**config.mk**
```make
export PLATFORM = sky130hd
export DESIGN_NAME = tpde_enforcer
export DESIGN_NICKNAME = d
export VERILOG_FILES = /design/src/tpde_pkg.sv /design/src/tpde_enforcer.sv /design/src/tpde_window.sv
export VERILOG_INCLUDE_DIRS = /design/src
export SDC_FILE = /design/constraint.sdc
export NUM_CORES = 1
export LEC_CHECK = 0
export BUFFER_PORTS_ARGS = -buffer_cell sky130_fd_sc_hd__buf_2
export CORE_UTILIZATION = 45
export CTS_BUF_LIST = sky130_fd_sc_hd__clkbuf_8
export DETAILED_ROUTE_END_ITERATION = 7
export GPL_ROUTABILITY_DRIVEN = 0
export GPL_TIMING_DRIVEN = 0
export PLACE_DENSITY_LB_ADDON = 0.15
export SETUP_SLACK_MARGIN = 0.02
export SYNTH_ARGS = -nofsm -noshare
export SYNTH_HDL_FRONTEND = slang
export SYNTH_HIERARCHICAL = 1
export SYNTH_SLANG_ARGS = --single-unit
```
**constraint.sdc**
```tcl
create_clock -name SYS_CLK -period 10.9 [get_ports SYS_CLK]
set_input_delay 0.545 -clock SYS_CLK [delete_from_list [all_inputs] [get_ports SYS_CLK]]
set_output_delay 0.545 -clock SYS_CLK [all_outputs]
set_load 0.01 [all_outputs]
```
**src/tpde_regs.svh**
```systemverilog
// Purpose : Register map, field positions and stream constants for the
//           transmit pulse density enforcer.
// Assumes : 32-bit APB data, byte addresses on PADDR.
// Notes   : Definitions only; included by the package users by bare name.
`ifndef TPDE_REGS_SVH
`define TPDE_REGS_SVH

// ============================================================
// Addresses
// ============================================================
// Register index of the enforcer control/status register
`define TPDE_IDX_ENFORCER     12'h069
// Byte address is four times the index
`define TPDE_ADDR_ENFORCER    12'h1a4
// Global configuration register holding the line standard select
`define TPDE_ADDR_GLOBAL_CFG  12'h000
`define TPDE_ADDR_W           12

// ============================================================
// Field positions of the enforcer register
// ============================================================
`define TPDE_B_FILL_IRQ_EN    7
`define TPDE_B_FILL_EN        6
`define TPDE_B_FILL_FLAG      5
`define TPDE_B_VIOL_NOW       4
`define TPDE_B_ZRUN_FLAG      3
`define TPDE_B_VCHG_FLAG      2
`define TPDE_B_ZRUN_IRQ_EN    1
`define TPDE_B_VIOL_IRQ_EN    0
// Field of the global configuration register
`define TPDE_B_LINE_STD       0

// ============================================================
// Reset values and density figures
// ============================================================
`define TPDE_RST_ENFORCER     8'h00
`define TPDE_RST_LINE_STD     1'b0
// Largest N of the N-ones-in-8(N+1)-bits rule
`define TPDE_MAX_N            23
// Longest window, 8 * (MAX_N + 1) bits
`define TPDE_HIST_LEN         192
// Zeros in a row that make a zero-run event
`define TPDE_ZERO_RUN         16
`define TPDE_ZRUN_W           5
`define TPDE_CNT_W            8

`endif

```
**src/tpde_pkg.sv**
```systemverilog
// Purpose : Shared types of the transmit pulse density enforcer.
// Assumes : Constants come from tpde_regs.svh.
// Notes   : Types only.
package tpde_pkg;

  // APB answer sequencing
  typedef enum logic [0:0] {
    TPDE_APB_WAIT = 1'b0,
    TPDE_APB_DONE = 1'b1
  } tpde_apb_st_t;

endpackage

```
**src/tpde_enforcer.sv**
```systemverilog
// Purpose : Transmit T1 pulse density enforcer with APB register access.
// Assumes : PCM bits arrive from same-clock framer logic with a valid strobe;
//           one bit per valid cycle.
// Notes   : Output stream is one cycle behind the input stream.
//
// The APB interface to the registers was decided locally.
`timescale 1ns/1ps
`default_nettype none
`include "tpde_regs.svh"

module tpde_enforcer #(
  parameter int MAX_N = `TPDE_MAX_N,
  parameter int ZRUN  = `TPDE_ZERO_RUN
) (
  input  wire logic                      SYS_CLK,
  input  wire logic                      RESET,
  input  wire logic                      PSEL,
  input  wire logic                      PENABLE,
  input  wire logic                      PWRITE,
  input  wire logic [`TPDE_ADDR_W-1:0]   PADDR,
  input  wire logic [31:0]               PWDATA,
  output logic      [31:0]               PRDATA,
  output logic                           PREADY,
  output logic                           PSLVERR,
  input  wire logic                      PCM_IN_BIT,
  input  wire logic                      PCM_IN_VALID,
  output logic                           PCM_OUT_BIT,
  output logic                           PCM_OUT_VALID,
  output logic                           IRQ_OUT_N
);

  // ============================================================
  // Declarations
  // ============================================================
  localparam int HLEN = 8 * (MAX_N + 1);

  tpde_pkg::tpde_apb_st_t apb_st_q;

  logic                          line_standard_select_q;
  logic                          fill_event_irq_enable_q;
  logic                          fill_enable_q;
  logic                          fill_event_flag_q;
  logic                          density_violation_now_q;
  logic                          zero_run_flag_q;
  logic                          violation_change_flag_q;
  logic                          zero_run_irq_enable_q;
  logic                          violation_irq_enable_q;

  logic [HLEN-1:0]               hist_q;
  logic [`TPDE_ZRUN_W-1:0]       zrun_q;
  logic [`TPDE_ZRUN_W-1:0]       zrun_d;
  logic [MAX_N-1:0]              win_fail0;
  logic [MAX_N-1:0]              win_fail;

  logic                          out_bit_d;
  logic                          stuff_now;
  logic                          viol_d;
  logic                          viol_live_d;
  logic                          zrun_hit;
  logic                          vchg_set;
  logic                          zrun_set;
  logic                          fill_set;

  logic                          apb_access;
  logic                          hit_enf;
  logic                          hit_cfg;
  logic                          wr_enf;
  logic                          wr_cfg;
  logic                          rd_enf;
  logic                          held;
  logic [7:0]                    enf_view;
  logic                          irq_any;

  // ============================================================
  // Sliding windows of the density rule
  // ============================================================
  // One counter per N; each drops the bit that leaves its window and adds
  // the bit actually sent, so stuffing decisions see the outgoing stream.
  genvar gi;
  generate
    for (gi = 1; gi <= MAX_N; gi++) begin : g_win
      tpde_window #(
        .LEN   (8 * (gi + 1)),
        .NMIN  (gi),
        .CNT_W (`TPDE_CNT_W)
      ) u_win (
        .clk          (SYS_CLK),
        .rst          (RESET),
        .shift        (PCM_IN_VALID),
        .leave_bit    (hist_q[8 * (gi + 1) - 1]),
        .new_bit      (out_bit_d),
        .fail_if_zero (win_fail0[gi-1]),
        .fail_now     (win_fail[gi-1])
      );
    end
  endgenerate

  // ============================================================
  // Stuffing decision and violation detection
  // ============================================================
  // A zero is replaced only when it would itself cause a violation; a one
  // can never make a window poorer, so forcing one always cures it.
  always_comb begin
    stuff_now = fill_enable_q && !PCM_IN_BIT &&
                ((|win_fail0) || (zrun_q >= `TPDE_ZRUN_W'(ZRUN - 1)));
    out_bit_d = PCM_IN_BIT | stuff_now;
    zrun_d    = out_bit_d ? '0 :
                ((zrun_q == `TPDE_ZRUN_W'(ZRUN)) ? zrun_q : zrun_q + 1'b1);
    zrun_hit  = !out_bit_d && (zrun_q == `TPDE_ZRUN_W'(ZRUN - 1));
    viol_d    = (|win_fail) || (zrun_d >= `TPDE_ZRUN_W'(ZRUN));
  end

  // History of sent bits; preset to ones so start-up is not a violation
  // It keeps running in E1 mode; only the register is held there.
  always_ff @(posedge SYS_CLK) begin
    if (RESET) begin
      hist_q <= '1;
      zrun_q <= '0;
    end else if (PCM_IN_VALID) begin
      hist_q <= {hist_q[HLEN-2:0], out_bit_d};
      zrun_q <= zrun_d;
    end
  end

  // Outgoing stream, registered
  // One cycle of latency buys a line output straight from a flop.
  always_ff @(posedge SYS_CLK) begin
    if (RESET) begin
      PCM_OUT_BIT   <= 1'b0;
      PCM_OUT_VALID <= 1'b0;
    end else begin
      PCM_OUT_BIT   <= out_bit_d;
      PCM_OUT_VALID <= PCM_IN_VALID;
    end
  end

  // ============================================================
  // Events feeding the latched flags
  // ============================================================
  // Live bit is meaningless while stuffing keeps the stream clean, so it
  // is pinned low then, from the first cycle of filling rather than from
  // the next bit, and no change events arise from it. Between bits it
  // keeps its value: the condition only moves when a bit is sent.
  always_comb begin
    if (held || fill_enable_q) begin
      viol_live_d = 1'b0;
    end else if (PCM_IN_VALID) begin
      viol_live_d = viol_d;
    end else begin
      viol_live_d = density_violation_now_q;
    end
    vchg_set    = !held && !fill_enable_q &&
                  (viol_live_d != density_violation_now_q);
    zrun_set    = !held && !fill_enable_q && PCM_IN_VALID && zrun_hit;
    fill_set    = !held && PCM_IN_VALID && stuff_now;
  end

  // Live violation bit, one bit time resolution, no latch
  always_ff @(posedge SYS_CLK) begin
    if (RESET) begin
      density_violation_now_q <= 1'b0;
    end else begin
      density_violation_now_q <= viol_live_d;
    end
  end

  // ============================================================
  // APB slave
  // ============================================================
  // One wait state: PREADY rises in the first access cycle's following
  // edge, which also lets read data come straight from a flop.
  always_comb begin
    apb_access = PSEL && PENABLE && (apb_st_q == tpde_pkg::TPDE_APB_WAIT);
    hit_enf    = (PADDR == `TPDE_ADDR_ENFORCER);
    hit_cfg    = (PADDR == `TPDE_ADDR_GLOBAL_CFG);
    wr_enf     = apb_access && PWRITE && hit_enf;
    wr_cfg     = apb_access && PWRITE && hit_cfg;
    rd_enf     = apb_access && !PWRITE && hit_enf;
    held       = line_standard_select_q;
  end

  // Answer sequencing
  always_ff @(posedge SYS_CLK) begin
    if (RESET) begin
      apb_st_q <= tpde_pkg::TPDE_APB_WAIT;
      PREADY   <= 1'b0;
      PSLVERR  <= 1'b0;
    end else begin
      unique case (apb_st_q)
        tpde_pkg::TPDE_APB_WAIT: begin
          PREADY  <= apb_access;
          PSLVERR <= apb_access && !hit_enf && !hit_cfg;
          if (apb_access) begin
            apb_st_q <= tpde_pkg::TPDE_APB_DONE;
          end
        end
        tpde_pkg::TPDE_APB_DONE: begin
          PREADY   <= 1'b0;
          PSLVERR  <= 1'b0;
          apb_st_q <= tpde_pkg::TPDE_APB_WAIT;
        end
      endcase
    end
  end

  // Snapshot of the enforcer register as software sees it
  always_comb begin
    enf_view                         = `TPDE_RST_ENFORCER;
    enf_view[`TPDE_B_FILL_IRQ_EN]    = fill_event_irq_enable_q;
    enf_view[`TPDE_B_FILL_EN]        = fill_enable_q;
    enf_view[`TPDE_B_FILL_FLAG]      = fill_event_flag_q;
    enf_view[`TPDE_B_VIOL_NOW]       = density_violation_now_q;
    enf_view[`TPDE_B_ZRUN_FLAG]      = zero_run_flag_q;
    enf_view[`TPDE_B_VCHG_FLAG]      = violation_change_flag_q;
    enf_view[`TPDE_B_ZRUN_IRQ_EN]    = zero_run_irq_enable_q;
    enf_view[`TPDE_B_VIOL_IRQ_EN]    = violation_irq_enable_q;
  end

  // Read data, captured in the access cycle; zero for unmapped addresses
  // Zero between answers keeps stale register contents off the bus.
  always_ff @(posedge SYS_CLK) begin
    if (RESET) begin
      PRDATA <= 32'h0000_0000;
    end else if (apb_access && !PWRITE) begin
      if (hit_enf) begin
        PRDATA <= {24'h00_0000, enf_view};
      end else if (hit_cfg) begin
        PRDATA <= {31'h0000_0000, line_standard_select_q};
      end else begin
        PRDATA <= 32'h0000_0000;
      end
    end else begin
      PRDATA <= 32'h0000_0000;
    end
  end

  // ============================================================
  // Global configuration
  // ============================================================
  // Line standard select; one means E1 and holds the enforcer register at reset
  always_ff @(posedge SYS_CLK) begin
    if (RESET) begin
      line_standard_select_q <= `TPDE_RST_LINE_STD;
    end else if (wr_cfg) begin
      line_standard_select_q <= PWDATA[`TPDE_B_LINE_STD];
    end
  end

  // ============================================================
  // Enforcer register: enables
  // ============================================================
  // E1 mode keeps every field at reset and ignores writes to it.
  // Writes made while held are lost, not deferred until T1 returns.
  always_ff @(posedge SYS_CLK) begin
    if (RESET || held) begin
      fill_event_irq_enable_q <= 1'b0;
      fill_enable_q           <= 1'b0;
      zero_run_irq_enable_q   <= 1'b0;
      violation_irq_enable_q  <= 1'b0;
    end else if (wr_enf) begin
      fill_event_irq_enable_q <= PWDATA[`TPDE_B_FILL_IRQ_EN];
      fill_enable_q           <= PWDATA[`TPDE_B_FILL_EN];
      zero_run_irq_enable_q   <= PWDATA[`TPDE_B_ZRUN_IRQ_EN];
      violation_irq_enable_q  <= PWDATA[`TPDE_B_VIOL_IRQ_EN];
    end
  end

  // ============================================================
  // Enforcer register: latched flags
  // ============================================================
  // Cleared by a completed read or by writing one; a new event in the same
  // cycle wins, so nothing is lost between the read and the clear.
  // Writing one clears too, so a polling driver need not read to acknowledge.
  always_ff @(posedge SYS_CLK) begin
    if (RESET || held) begin
      fill_event_flag_q <= 1'b0;
    end else if (fill_set) begin
      fill_event_flag_q <= 1'b1;
    end else if (rd_enf || (wr_enf && PWDATA[`TPDE_B_FILL_FLAG])) begin
      fill_event_flag_q <= 1'b0;
    end
  end

  // Change and zero-run flags are held low whenever filling is on
  always_ff @(posedge SYS_CLK) begin
    if (RESET || held || fill_enable_q) begin
      violation_change_flag_q <= 1'b0;
    end else if (vchg_set) begin
      violation_change_flag_q <= 1'b1;
    end else if (rd_enf || (wr_enf && PWDATA[`TPDE_B_VCHG_FLAG])) begin
      violation_change_flag_q <= 1'b0;
    end
  end

  always_ff @(posedge SYS_CLK) begin
    if (RESET || held || fill_enable_q) begin
      zero_run_flag_q <= 1'b0;
    end else if (zrun_set) begin
      zero_run_flag_q <= 1'b1;
    end else if (rd_enf || (wr_enf && PWDATA[`TPDE_B_ZRUN_FLAG])) begin
      zero_run_flag_q <= 1'b0;
    end
  end

  // ============================================================
  // Interrupt request
  // ============================================================
  // Level output: follows the enabled flags, the change flag only while the fill interrupt is disabled, so clearing them drops the request.
  // Limitation: the pin trails the flags by one cycle, so right after a
  // clearing read it still shows the old request for one more cycle.
  always_comb begin
    irq_any = (fill_event_flag_q && fill_event_irq_enable_q) ||
              (zero_run_flag_q && zero_run_irq_enable_q) ||
              (violation_change_flag_q && violation_irq_enable_q &&
               !fill_event_irq_enable_q);
  end

  // Active low, registered so the pin never glitches
  always_ff @(posedge SYS_CLK) begin
    if (RESET) begin
      IRQ_OUT_N <= 1'b1;
    end else begin
      IRQ_OUT_N <= !irq_any;
    end
  end

endmodule

`default_nettype wire

```
**src/tpde_window.sv**
```systemverilog
// Purpose : Ones counter over one sliding window of the density rule.
// Assumes : Caller supplies the bit leaving the window from its history.
// Notes   : Count starts full, matching a history preset to ones.
`timescale 1ns/1ps
`default_nettype none
`include "tpde_regs.svh"

module tpde_window #(
  parameter int LEN   = 16,
  parameter int NMIN  = 1,
  parameter int CNT_W = `TPDE_CNT_W
) (
  input  wire logic             clk,
  input  wire logic             rst,
  input  wire logic             shift,
  input  wire logic             leave_bit,
  input  wire logic             new_bit,
  output logic                  fail_if_zero,
  output logic                  fail_now
);

  localparam logic [CNT_W-1:0] FULL = CNT_W'(LEN);
  localparam logic [CNT_W-1:0] NEED = CNT_W'(NMIN);

  logic [CNT_W-1:0] cnt_q;
  logic [CNT_W-1:0] base;
  logic [CNT_W-1:0] cnt_d;

  // Count after the leaving bit is dropped, before the new bit lands
  always_comb begin
    base         = cnt_q - CNT_W'(leave_bit);
    cnt_d        = base + CNT_W'(new_bit);
    fail_if_zero = (base < NEED);
    fail_now     = (cnt_d < NEED);
  end

  // Window count update, once per stream bit
  always_ff @(posedge clk) begin
    if (rst) begin
      cnt_q <= FULL;
    end else if (shift) begin
      cnt_q <= cnt_d;
    end
  end

endmodule

`default_nettype wire
```
Word-level counts from Yosys, hierarchy flattened:

Cells that the tools add are included.

* $add $sub $neg: 47
* $mul: 0
* div/mod/pow operators: 0
* magnitude comparators: 48
* equal/unequal tests: 4
* shifts and indexed selects: 0
* mux-type cells: 16
* bitwise operators: 3
* reductions and logical operators: 52

Operators by type and width (number)
* $add 8x1->8: 23
* $sub 8x1->8: 23
* $lt 8x4->1 const B: 16
* $lt 8x5->1 const B: 16
* $lt 8x3->1 const B: 8
* $reduce_or 23->1: 2
* $lt 8x2->1 const B: 4
* $logic_and 1x1->1: 25
* $lt 8x1->1 const B: 2
* $eq 12x9->1 const B: 1
* $logic_not 12->1: 1
* $logic_or 1x1->1: 10
* $mux 1: 10
* $mux 5: 2
* $logic_not 1->1: 9
* $mux 8: 1
* $pmux 1 s2: 3
* $reduce_bool 2->1: 3
* $add 5x1->5 const B: 1
* $eq 5x4->1 const B: 1
* $eq 5x5->1 const B: 1
* $ge 5x4->1 const B: 1
* $ge 5x5->1 const B: 1
* $reduce_or 3->1: 1
* other kinds (4): 5

* flip-flop bits (word level): 428
* bits in latches: 0
* RAM bits: 0
* memory bits (read-only): 0
* output and inout port bits: 37
* memories kept: 0

Longest topological paths before layout:

Gate-level depths: netlist (run 1).

* depth after elaboration: 15
* gate-level depth with buffers: 30
* gate-level depth less buffers: 26

Modules after synthesis:

The synthesis (run 1) kept the hierarchy.

By module, submodules not included
* tpde_enforcer: instances 1, cells each 815, area each 8445.6 µm²
* tpde_window at g_win[15].u_win ...: instances 2, cells each 112, area each 862.1 µm²
* tpde_window at g_win[22].u_win: instances 1, cells each 123, area each 950.9 µm²
* tpde_window at g_win[11].u_win: instances 1, cells each 124, area each 948.4 µm²
* tpde_window at g_win[2].u_win: instances 1, cells each 114, area each 917.1 µm²
* tpde_window at g_win[3].u_win: instances 1, cells each 104, area each 889.6 µm²
* tpde_window at g_win[5].u_win: instances 1, cells each 110, area each 878.3 µm²
* tpde_window at g_win[4].u_win: instances 1, cells each 110, area each 867.1 µm²
* tpde_window at g_win[18].u_win: instances 1, cells each 116, area each 863.3 µm²
* tpde_window at g_win[21].u_win: instances 1, cells each 113, area each 863.3 µm²
* tpde_window at g_win[19].u_win: instances 1, cells each 107, area each 855.8 µm²
* tpde_window at g_win[13].u_win: instances 1, cells each 118, area each 853.3 µm²
* tpde_window at g_win[7].u_win: instances 1, cells each 98, area each 850.8 µm²
* tpde_window at g_win[10].u_win: instances 1, cells each 108, area each 844.6 µm²
* 9 more rows

Worst setup path before layout (run 1):

No wires, ideal clock.

* path type: register to register
* from: register hist_q[175]
* to: register violation_change_flag_q
* library setup time: 0.126 ns
* arrival time: 5.729 ns
* required time: 10.774 ns
* setup slack: 5.045 ns
* cell stages (with the launch flop): 29
* buffers on the path: 3
* cells stage by stage: dfxtp_1 ha_1 ha_1 buf_4 or3b_1 buf_2 or2_0 buf_2 a21oi_1 nor2_1 a31oi_1 a2111oi_1 nor4_1 nand4_1 o21ai_1 nand2_1 ha_1 ha_1 nor4bb_1 a32oi_1 mux2i_1 xnor2_1 nand3_1 nor3_1 or4_1 nor2_1 o2111ai_1 a221oi_1 nor3b_1

* longest elaborated chain between the ends: 15

Ends and longest elaborated chain
* from (decl): RTL line tpde_enforcer.sv:49 `logic [HLEN-1:0] hist_q;`
* from (signal assigned): RTL line tpde_enforcer.sv:120 `hist_q <= {hist_q[HLEN-2:0], out_bit_d};`
* $sub 8x1->8 (*): RTL line tpde_window.sv:31 `base = cnt_q - CNT_W'(leave_bit);`
* $lt 8x5->1 (*): RTL line tpde_window.sv:33 `fail_if_zero = (base < NEED);`
* via win_fail0[20]: RTL line tpde_enforcer.sv:52 `logic [MAX_N-1:0] win_fail0;`
* $reduce_or 23->1 (*): RTL line tpde_enforcer.sv:105 `` ((|win_fail0) || (zrun_q >= `TPDE_ZRUN_W'(ZRUN - 1))); ``
* $logic_or 1x1->1 (*): RTL line tpde_enforcer.sv:105
* $logic_and 1x1->1 (*): RTL line tpde_enforcer.sv:104 `stuff_now = fill_enable_q && !PCM_IN_BIT &&`
* $or 1x1->1 (*): RTL line tpde_enforcer.sv:106 `out_bit_d = PCM_IN_BIT | stuff_now;`
* via out_bit_d: RTL line tpde_enforcer.sv:55 `logic out_bit_d;`
* [... 2 more ...]
* via win_fail[8]: RTL line tpde_enforcer.sv:53 `logic [MAX_N-1:0] win_fail;`
* $reduce_or 23->1 (*): RTL line tpde_enforcer.sv:110 `` viol_d = (|win_fail) || (zrun_d >= `TPDE_ZRUN_W'(ZRUN)); ``
* $logic_or 1x1->1 (*): RTL line tpde_enforcer.sv:110
* $mux 1 (*): RTL line tpde_enforcer.sv:147 `end else if (PCM_IN_VALID) begin`
* $mux 1 (*): RTL line tpde_enforcer.sv:145 `if (held || fill_enable_q) begin`
* $ne 1x1->1 (*): RTL line tpde_enforcer.sv:153 `(viol_live_d != density_violation_now_q);`
* $logic_and 1x1->1 (*): RTL line tpde_enforcer.sv:152 `vchg_set = !held && !fill_enable_q &&`
* $mux 1 or $reduce_bool 2->1 (tied branches)
* to (signal assigned): RTL line tpde_enforcer.sv:287 `violation_change_flag_q <= 1'b0;`
* to (signal assigned): RTL line tpde_enforcer.sv:289 `violation_change_flag_q <= 1'b1;`
* to (signal assigned): RTL line tpde_enforcer.sv:291 `violation_change_flag_q <= 1'b0;`
* to (decl): RTL line tpde_enforcer.sv:45 `logic violation_change_flag_q;`

The timed path passes the listed nets; every way through them passes the cells marked *.
A chain may end at the register's enable or synchronous reset.

Final worst setup path (run 1):

* from: register hist_q[175]
* to: register violation_change_flag_q

* longest elaborated chain between the ends: 15

Ends and longest elaborated chain (RTL line)
* $sub 8x1->8 (*): tpde_window.sv:31
* $lt 8x5->1 (*): tpde_window.sv:33
* via win_fail0[20]: tpde_enforcer.sv:52
* $reduce_or 23->1 (*): tpde_enforcer.sv:105
* $logic_or 1x1->1 (*): tpde_enforcer.sv:105
* $logic_and 1x1->1 (*): tpde_enforcer.sv:104
* $or 1x1->1 (*): tpde_enforcer.sv:106
* via out_bit_d: tpde_enforcer.sv:55
* [... 2 more ...]
* via win_fail[21]: tpde_enforcer.sv:53
* $reduce_or 23->1 (*): tpde_enforcer.sv:110
* $logic_or 1x1->1 (*): tpde_enforcer.sv:110
* $mux 1 (*): tpde_enforcer.sv:147
* $mux 1 (*): tpde_enforcer.sv:145
* $ne 1x1->1 (*): tpde_enforcer.sv:153
* $logic_and 1x1->1 (*): tpde_enforcer.sv:152
* $mux 1 or $reduce_bool 2->1 (tied branches)

Marks and branches as above.

==> metrics.txt, run 1 <==
# TYPE chip_impl_metric gauge
chip_impl_metric{name="finalSetupViolCount",unit=""} 0
chip_impl_metric{name="post_synth_mux_area_share",unit=""} 0.0417
chip_impl_metric{name="power.density_cell_area",unit="nW/um^2"} 193
chip_impl_metric{name="cp_slowest_stage_delay",unit="ns"} 0.66
chip_impl_metric{name="post_route_antenna_net_violation_count",unit=""} 0
chip_impl_info{name="hold_path.class",value="in2reg"} 1
chip_impl_info{name="timing.critical_path.from_type",value="flop"} 1
chip_impl_metric{name="grt_antenna_before_repair",unit=""} 1
chip_impl_info{name="tritoncts",value="built"} 1
chip_impl_metric{name="drv.max_cap_violation_count",unit=""} 0
chip_impl_metric{name="vias",unit=""} 23600
chip_impl_metric{name="worstPathRequired",unit="ns"} 11.42
chip_impl_metric{name="wire_length_of_the_first_global_routing_pass",unit="mm"} 107
chip_impl_metric{name="total_power",unit="W"} 0.00598
chip_impl_metric{name="final.period_utilization",unit=""} 0.725
chip_impl_metric{name="r2r_slack",unit="ns"} 2.99
chip_impl_metric{name="area_growth",unit="%"} 11.0
chip_impl_info{name="critical_path.endpoint",value="violation_change_flag_q"} 1
chip_impl_metric{name="max_freq",unit="MHz"} 126
chip_impl_metric{name="setup_ws_final",unit="ns"} 2.99
chip_impl_metric{name="maximum_number_of_pins_on_one_net_before_global_route_repair",unit=""} 50
chip_impl_metric{name="synth_compound_gate_area_share",unit=""} 0.192
chip_impl_metric{name="drt_pre_antenna_iters",unit=""} 5
chip_impl_metric{name="die_width",unit="um"} 251
chip_impl_metric{name="critical_path_peak_fanout",unit=""} 13
chip_impl_metric{name="cts_post_setup_buffers_inserted",unit=""} 0
chip_impl_metric{name="syn_area_per_cell",unit="um^2"} 8.50
chip_impl_metric{name="hold_ws",unit="ns"} 0.148
chip_impl_metric{name="netlist_area",unit="um^2"} 27900
chip_impl_info{name="startpoint",value="hist_q[175]"} 1
chip_impl_metric{name="global_route.overflow_total",unit=""} 0
chip_impl_metric{name="p_int",unit="W"} 0.00373
chip_impl_metric{name="design.die.area",unit="um^2"} 62900
chip_impl_metric{name="grt_pass1_vias",unit=""} 22200
chip_impl_metric{name="post_synth_and_or_nand_nor_area_fraction",unit=""} 0.273
chip_impl_metric{name="power.share.clock",unit=""} 0.276
chip_impl_info{name="setup_crit_path_kind",value="reg2reg"} 1
chip_impl_metric{name="routed_wirelength",unit="mm"} 63.7
chip_impl_metric{name="worst_ir_drop_vdd",unit="mV"} 0.0790
chip_impl_metric{name="post_cts_hold_buffer_count",unit=""} 0
chip_impl_metric{name="h_tree_depth",unit=""} 3
chip_impl_metric{name="post_dp_area",unit="um^2"} 29200
chip_impl_metric{name="synth_edf_count",unit=""} 0
chip_impl_metric{name="final_cell_area",unit="um^2"} 30900
chip_impl_metric{name="dpl_worst_slack",unit="ns"} 2.97
chip_impl_metric{name="final_nets",unit=""} 3573
chip_impl_metric{name="port_buffers",unit=""} 38
chip_impl_metric{name="maxSlewHeadroom",unit=""} 0.372
chip_impl_metric{name="post_route_cells_drive_above_1_share",unit=""} 0.129
chip_impl_metric{name="insertion_delay",unit="ns"} 0.65
chip_impl_metric{name="sequentialPowerShare",unit=""} 0.300
chip_impl_metric{name="cts.reportedPaths.clkPinSlew",unit="ns"} 0.06
chip_impl_metric{name="synthesis.instances",unit=""} 3279
chip_impl_metric{name="synthDistinctLibCells",unit=""} 146
chip_impl_metric{name="drc",unit=""} 0
chip_impl_info{name="worstReg2RegEnd",value="violation_change_flag_q"} 1
chip_impl_metric{name="dp_hpwl",unit="mm"} 44.9
chip_impl_metric{name="ys_async_sr_fraction",unit=""} 0
chip_impl_metric{name="num_io_pins",unit=""} 88
chip_impl_metric{name="synth-adder-area-share",unit=""} 0.0449
chip_impl_metric{name="grtUsageTotal",unit=""} 0.200
chip_impl_info{name="run_status",value="complete, no violations"} 1
chip_impl_info{name="unrepaired_setup_endpoints_after_global_routing",value="no"} 1
chip_impl_metric{name="initial_utilization",unit=""} 0.458
chip_impl_metric{name="synth_area_in_xor_xnor",unit=""} 0.0888
chip_impl_metric{name="pwr-share-comb",unit=""} 0.424
chip_impl_metric{name="worst_hold_path.num_cells",unit=""} 2
chip_impl_metric{name="timing_hold_violations_final",unit=""} 0
chip_impl_metric{name="worst_pin_slew",unit="ns"} 0.942
chip_impl_metric{name="clockBufferDepth",unit=""} 3
chip_impl_info{name="crit_top_cell",value="ha_1"} 1
chip_impl_metric{name="worst-r2r-cell-count",unit=""} 30
chip_impl_metric{name="layout_min_cycle_time",unit="ns"} 7.91
chip_impl_info{name="dominant_combinational_cell_family_by_area_after_synthesis",value="simple AND/OR/NAND/NOR gates"} 1
chip_impl_metric{name="synth-seq-cells",unit=""} 403
chip_impl_metric{name="routed_wire_length_per_instance",unit="um"} 14.9
chip_impl_metric{name="timing_max_transition_violations_final",unit=""} 0
chip_impl_metric{name="worstPathArrival",unit="ns"} 8.43
chip_impl_info{name="root_buffer_cell",value="clkbuf_8"} 1
chip_impl_metric{name="number_of_cells_upsized_or_downsized_after_cts",unit=""} 0
chip_impl_metric{name="yosysSeqAreaShare",unit=""} 0.290
chip_impl_info{name="regToRegStartpoint",value="hist_q[175]"} 1
chip_impl_metric{name="vias_per_cell",unit=""} 5.53
chip_impl_metric{name="die_span_in_y",unit="um"} 251
chip_impl_metric{name="cts_inserted_buffers",unit=""} 77
chip_impl_metric{name="std_cell_rows",unit=""} 90
chip_impl_metric{name="initialDrtViolationCount",unit=""} 1457
chip_impl_metric{name="totalNegativeSetupSlack",unit="ns"} 0
chip_impl_info{name="synth_top_flop_cell",value="dfxtp_1"} 1
chip_impl_info{name="min_from",value="PWRITE"} 1
chip_impl_metric{name="yosys_warnings",unit=""} 6
chip_impl_info{name="end_kind",value="flop"} 1
chip_impl_metric{name="clock_sink_count",unit=""} 403
chip_impl_metric{name="net-switching-power",unit="W"} 0.00225
chip_impl_metric{name="switching_share",unit=""} 0.377
chip_impl_metric{name="core-area",unit="um^2"} 60800
chip_impl_info{name="critical_path.slowest_cell",value="o21ai_1"} 1
chip_impl_metric{name="timing.clock.skew",unit="ns"} 0.0283
chip_impl_metric{name="cellLeakagePower",unit="nW"} 12.3
## metrics by stage
stage                     cells  utilization
after global placement     4122        0.479
after floorplan            3302            -
after CTS                  4266        0.508
after global routing       4268        0.508
after detailed placement   4124        0.480
final                      4268        0.508
## sequential cells by signal, indices dropped and copies added (netlist names), 5 cells and up
register,flops
g_win.u_win/cnt_q,184
hist_q,192
zrun_q,5
PRDATA,8
## cells in the mapped netlist, types with 12 or more instances
| cell type | count | area share |
|---|---|---|
| or3_1 | 32 | 0.0072 |
| nor3b_1 | 24 | 0.0065 |
| xnor2_1 | 156 | 0.049 |
| nor2_1 | 257 | 0.035 |
| buf_2 | 49 | 0.0088 |
| xor2_1 | 108 | 0.034 |
| o21ai_1 | 15 | 0.0027 |
| and3_1 | 44 | 0.0099 |
| nand3b_1 | 34 | 0.0092 |
| o31ai_1 | 17 | 0.0046 |
| a211oi_1 | 12 | 0.0032 |
| nand2_1 | 150 | 0.020 |
| a21oi_1 | 129 | 0.023 |
| inv_1 | 145 | 0.020 |
| nand2b_1 | 70 | 0.016 |
| nor3_1 | 67 | 0.012 |
| buf_1 | 20 | 0.0027 |
| buf_4 | 38 | 0.010 |
| o21bai_1 | 20 | 0.0054 |
| or4_1 | 17 | 0.0046 |
| nand4_1 | 28 | 0.0063 |
| o21ai_0 | 103 | 0.019 |
| buf_6 | 25 | 0.010 |
| nor4_1 | 29 | 0.0065 |
| a211o_1 | 197 | 0.062 |
| mux2i_1 | 95 | 0.034 |
| or3b_1 | 21 | 0.0066 |
| dfxtp_1 | 403 | 0.29 |
| o22ai_1 | 18 | 0.0040 |
| ha_1 | 100 | 0.045 |
| nand3_1 | 61 | 0.011 |
| o211ai_1 | 20 | 0.0054 |
| nor2b_1 | 49 | 0.011 |
| clkbuf_1 | 121 | 0.016 |
| a31oi_1 | 25 | 0.0056 |
| and2_1 | 211 | 0.047 |
| nand4b_1 | 16 | 0.0050 |
## cells by family (layout without fill, tap and decap cells)
logic type | after synthesis | count (layout)
and+or+nand+nor | 1260 | 1260
DFF | 403 | 403
xor gates and xnor gates | 273 | 273
buffers and inverters | 408 | 591
muxes | 111 | 111
AOI/OAI and AO/OA | 723 | 723
adders and majority gates | 100 | 100
other | 1 | 25
## layout make-up
class | instances | area (um^2)
inverters | 148 | 556
clock buffers | 95 | 1310
plain buffers | 260 | 1410
well taps | 782 | 978
multi-input cells | 2491 | 17900
flip-flops and latches | 403 | 8070
clock inverters | 47 | 424
fillers | 5677 | 29900
diodes | 1 | 2.50
repair buffers | 41 | 260
## layer usage
layer,part of all wire,vias to the layer above,GRT usage
li1,-,11900,-
met4,0.022,0,0.0689
met5,0,-,0
met1,0.48,11200,0.261
met2,0.46,429,0.336
met3,0.040,96,0.0305
## cell usage in the layout (no fill, tap or decap), drive strengths merged, types with 17 or more instances in the layout
master / n
a211o: 197
a21oi: 133
a31oi: 26
and2: 212
and3: 45
buf: 173
clkbuf: 223
clkinv: 17
conb: 24
dfxtp: 403
ha: 100
inv: 167
mux2i: 99
nand2: 152
nand2b: 75
nand3: 63
nand3b: 35
nand4: 28
nor2: 263
nor2b: 51
nor3: 76
nor3b: 33
nor4: 41
o211ai: 21
o21ai: 127
o21bai: 20
o22ai: 19
o31ai: 18
or3: 37
or3b: 32
or4: 21
xnor2: 159
xor2: 112
## power groups by stage
stage          Combinational, W  Clock [W]  Sequential, W
6_report                0.00253    0.00165        0.00179
3_3_place_gp            0.00244          0        0.00181
4_1_cts                 0.00252    0.00172        0.00179
5_1_grt                 0.00282    0.00179        0.00182
3_5_place_dp            0.00250          0        0.00182
2_1_floorplan           0.00207          0        0.00178
## worst min path at each step
stage                 endpoint  slack, ns
CTS                  PRDATA[0]       0.08
global route         PRDATA[0]       0.12
floorplan           hist_q[83]       0.43
global placement    hist_q[83]       0.44
finish               PRDATA[0]       0.15
detailed placement  hist_q[83]       0.44
## critical path, delay by kind of cell, from the launching register on
family / cells / cell delay, ns
and+or+nand+nor: 11 / 3.00
AOI/OAI and AO/OA: 7 / 1.82
xor gates and xnor gates: 1 / 0.30
muxes: 2 / 0.44
DFF: 1 / 0.39
buffers and inverters: 5 / 1.01
adders and majority gates: 4 / 0.81
Power figures use the tool's default switching activity.
==> run 2, diff against run 1 <==
--- a/config.mk
+++ b/config.mk
@@ -6,6 +6,7 @@
 export SDC_FILE = /design/constraint.sdc
 export NUM_CORES = 1
 export LEC_CHECK = 0
+export ABC_AREA = 1
 export BUFFER_PORTS_ARGS = -buffer_cell sky130_fd_sc_hd__buf_2
 export CORE_UTILIZATION = 45
 export CTS_BUF_LIST = sky130_fd_sc_hd__clkbuf_8
==> constraint.sdc (replaced) <==
create_clock -name SYS_CLK -period 6.7 [get_ports SYS_CLK]
set_input_delay 0.335 -clock SYS_CLK [delete_from_list [all_inputs] [get_ports SYS_CLK]]
set_output_delay 0.335 -clock SYS_CLK [all_outputs]
set_load 0.01 [all_outputs]
==> metrics.txt, run 2 <==
# TYPE chip_impl_metric gauge
chip_impl_metric{name="synthDistinctLibCells",unit=""} 50
chip_impl_metric{name="vias_per_cell",unit=""} 4.85
chip_impl_metric{name="worst_ir_drop_vdd",unit="mV"} 0.183
chip_impl_info{name="min_from",value="PWRITE"} 1
chip_impl_metric{name="area_growth",unit="%"} 11.4
chip_impl_metric{name="cts_post_setup_buffers_inserted",unit=""} 0
chip_impl_info{name="crit_top_cell",value="nand2_1"} 1
chip_impl_metric{name="die_span_in_y",unit="um"} 236
chip_impl_metric{name="grt_antenna_before_repair",unit=""} 2
chip_impl_metric{name="layout_min_cycle_time",unit="ns"} 5.86
chip_impl_metric{name="global_route.overflow_total",unit=""} 0
chip_impl_info{name="end_kind",value="flop"} 1
chip_impl_metric{name="drt_pre_antenna_iters",unit=""} 5
chip_impl_metric{name="post_dp_area",unit="um^2"} 26000
chip_impl_info{name="synth_top_area_cell",value="dfxtp_1"} 1
chip_impl_info{name="post-synth-top-count-cell",value="nand2_1"} 1
chip_impl_metric{name="initial_utilization",unit=""} 0.458
chip_impl_metric{name="cellLeakagePower",unit="nW"} 14.5
chip_impl_metric{name="cts_inserted_buffers",unit=""} 74
chip_impl_metric{name="grtUsageTotal",unit=""} 0.193
chip_impl_info{name="root_buffer_cell",value="clkbuf_8"} 1
chip_impl_metric{name="cts.reportedPaths.clkPinSlew",unit="ns"} 0.06
chip_impl_metric{name="max_freq",unit="MHz"} 171
chip_impl_info{name="layout.cells.most_common_list",value="nand2_1, inv_1, dfxtp_1, nand3_1, nor2_1"} 1
chip_impl_metric{name="timing.clock.skew",unit="ns"} 0.0316
chip_impl_info{name="run_status",value="complete, no violations"} 1
chip_impl_info{name="setup_crit_path_kind",value="reg2reg"} 1
chip_impl_metric{name="maximum_number_of_pins_on_one_net_before_global_route_repair",unit=""} 64
chip_impl_metric{name="grt_pass1_vias",unit=""} 20000
chip_impl_metric{name="maxSlewHeadroom",unit=""} 0.489
chip_impl_metric{name="insertion_delay",unit="ns"} 0.64
chip_impl_metric{name="routed_wire_length_per_instance",unit="um"} 11.9
chip_impl_metric{name="final.period_utilization",unit=""} 0.874
chip_impl_metric{name="final_cell_area",unit="um^2"} 27500
chip_impl_info{name="regToRegStartpoint",value="hist_q[55]"} 1
chip_impl_metric{name="syn_area_per_cell",unit="um^2"} 6.89
chip_impl_info{name="post_synth_main_area_contributors",value="dfxtp_1, nand2_1, inv_1"} 1
chip_impl_metric{name="largest_register_ffs",unit=""} 192
chip_impl_metric{name="clockBufferDepth",unit=""} 3
chip_impl_metric{name="dp_hpwl",unit="mm"} 38.9
chip_impl_metric{name="clock_sink_count",unit=""} 403
chip_impl_metric{name="post_route_antenna_net_violation_count",unit=""} 0
chip_impl_metric{name="design.die.area",unit="um^2"} 55900
chip_impl_info{name="timing.critical_path.max_delay_family",value="simple AND/OR/NAND/NOR gates"} 1
chip_impl_metric{name="drv.max_cap_violation_count",unit=""} 0
chip_impl_metric{name="std_cell_rows",unit=""} 85
chip_impl_metric{name="worst_pin_slew",unit="ns"} 0.767
chip_impl_metric{name="yosys_warnings",unit=""} 6
chip_impl_metric{name="initialDrtViolationCount",unit=""} 947
chip_impl_metric{name="timing_hold_violations_final",unit=""} 0
chip_impl_info{name="largest-register",value="hist_q"} 1
chip_impl_metric{name="final_nets",unit=""} 3887
chip_impl_metric{name="timing_max_transition_violations_final",unit=""} 0
chip_impl_metric{name="port_buffers",unit=""} 38
chip_impl_metric{name="hold_ws",unit="ns"} 0.0570
chip_impl_metric{name="n_fill_cell",unit=""} 5471
chip_impl_metric{name="power.density_cell_area",unit="nW/um^2"} 249
chip_impl_metric{name="synth_edf_count",unit=""} 0
chip_impl_metric{name="post_route_cells_drive_above_1_share",unit=""} 0.160
chip_impl_metric{name="cp_slowest_stage_delay",unit="ns"} 0.50
chip_impl_metric{name="netlist_area",unit="um^2"} 24700
chip_impl_metric{name="synth-seq-cells",unit=""} 403
chip_impl_metric{name="worstPathRequired",unit="ns"} 7.22
chip_impl_metric{name="routed_wirelength",unit="mm"} 53.5
chip_impl_info{name="critical_path.slowest_cell",value="nor4_1"} 1
chip_impl_info{name="timing.critical_path.from_type",value="flop"} 1
chip_impl_metric{name="vias",unit=""} 21700
chip_impl_metric{name="die_width",unit="um"} 236
chip_impl_metric{name="num_io_pins",unit=""} 88
chip_impl_metric{name="drc",unit=""} 0
chip_impl_info{name="tritoncts",value="built"} 1
chip_impl_metric{name="synth_largest_type_area_fraction",unit=""} 0.326
chip_impl_metric{name="critical_path_peak_fanout",unit=""} 14
chip_impl_metric{name="synthesis.instances",unit=""} 3588
chip_impl_info{name="unrepaired_setup_endpoints_after_global_routing",value="no"} 1
chip_impl_metric{name="finalSetupViolCount",unit=""} 0
chip_impl_info{name="synth_top_flop_cell",value="dfxtp_1"} 1
chip_impl_metric{name="h_tree_depth",unit=""} 3
chip_impl_info{name="synth_common_cells",value="nand2_1, inv_1, dfxtp_1"} 1
chip_impl_info{name="hold_path.class",value="in2reg"} 1
chip_impl_metric{name="wire_length_of_the_first_global_routing_pass",unit="mm"} 91.5
chip_impl_info{name="largestRegisters",value="hist_q (192), g_win.u_win/cnt_q (184), PRDATA (8)"} 1
chip_impl_metric{name="yosysSeqAreaShare",unit=""} 0.326
chip_impl_info{name="startpoint",value="hist_q[55]"} 1
chip_impl_metric{name="cp.buffers_inverters",unit=""} 4
chip_impl_metric{name="core-area",unit="um^2"} 54000
chip_impl_info{name="mostFrequentLayoutCell",value="nand2_1"} 1
chip_impl_metric{name="worstPathArrival",unit="ns"} 6.38
chip_impl_metric{name="ys_async_sr_fraction",unit=""} 0
## run 2: path summary, 6_finish.rpt
kind                                                 to  slack [ns]  depth (start not counted)
worst min register to register              hist_q[181]        0.44                          2
worst max-delay path            violation_change_flag_q        0.84                         36
worst min-delay path                          PRDATA[0]        0.06                          4
worst max register to register  violation_change_flag_q        0.84                         36
## run 2: repair_timing
item	in CTS	in global routing
resized for setup	0	0
endpoints found under the hold margin	8	0
hold buffers	8	0
## run 2: logic make-up (layout without fill, tap and decap cells)
family / count (synthesis) / after routing / share of synthesized area
xor+xnor: 29 / 29 / 0.0145
flops: 403 / 403 / 0.326
fa+ha+maj: 100 / 100 / 0.0506
buf+inv: 798 / 971 / 0.127
simple gates: 1675 / 1675 / 0.337
other cells: 1 / 25 / 0.000152
compound gates: 582 / 582 / 0.145
## run 2: worst register-to-register path: cells and delay by family, from the launching register on
family / cells / cell delay (ns)
buffers and inverters: 4 / 0.51
AO/OA/AOI/OAI: 1 / 0.10
AND/OR/NAND/NOR: 27 / 3.77
flip-flops: 1 / 0.40
adder cells (fa/ha/maj): 4 / 1.00
## run 2: layer usage
metal / wire [um] / up-vias / share of wire / GRT usage
li1: - / 11800 / - / -
met1: 27100 / 9537 / 0.51 / 0.261
met2: 23500 / 258 / 0.44 / 0.314
met3: 1830 / 82 / 0.034 / 0.0317
met4: 933 / 2 / 0.017 / 0.0525
met5: 13 / - / 0.00024 / 0
## run 2: layout make-up
type                            instances  area [um^2]  share of cell area
Clock inverter                         33          258             0.00936
Timing Repair Buffer                   49          354              0.0129
Sequential cell                       403         8070               0.293
Inverter                              712         2670              0.0970
Antenna cell                            1         2.50           0.0000908
Multi-Input combinational cell       2410        13600               0.494
Tap cell                              696          871              0.0316
Clock buffer                           91         1250              0.0455
Buffer                                 86          464              0.0169
## run 2: report_power, final
| part | internal, W | switching [W] | total (W) |
|---|---|---|---|
| Clock | 0.00138 | 0.00104 | 0.00241 |
| Combinational | 0.000600 | 0.00121 | 0.00181 |
| Sequential | 0.00251 | 0.000124 | 0.00264 |
## run 2: per-stage QoR
step	std cells	setup slack, ns	total power [W]	TNS, ns	utilization
2_1_floorplan	3611	2.50	0.00411	0	-
3_3_place_gp	4345	-0.259	0.00448	-0.361	0.479
6_report	4481	0.843	0.00686	0	0.510
5_1_grt	4481	0.382	0.00734	0	0.510
4_1_cts	4480	0.676	0.00695	0	0.510
3_5_place_dp	4348	0.725	0.00449	0	0.480
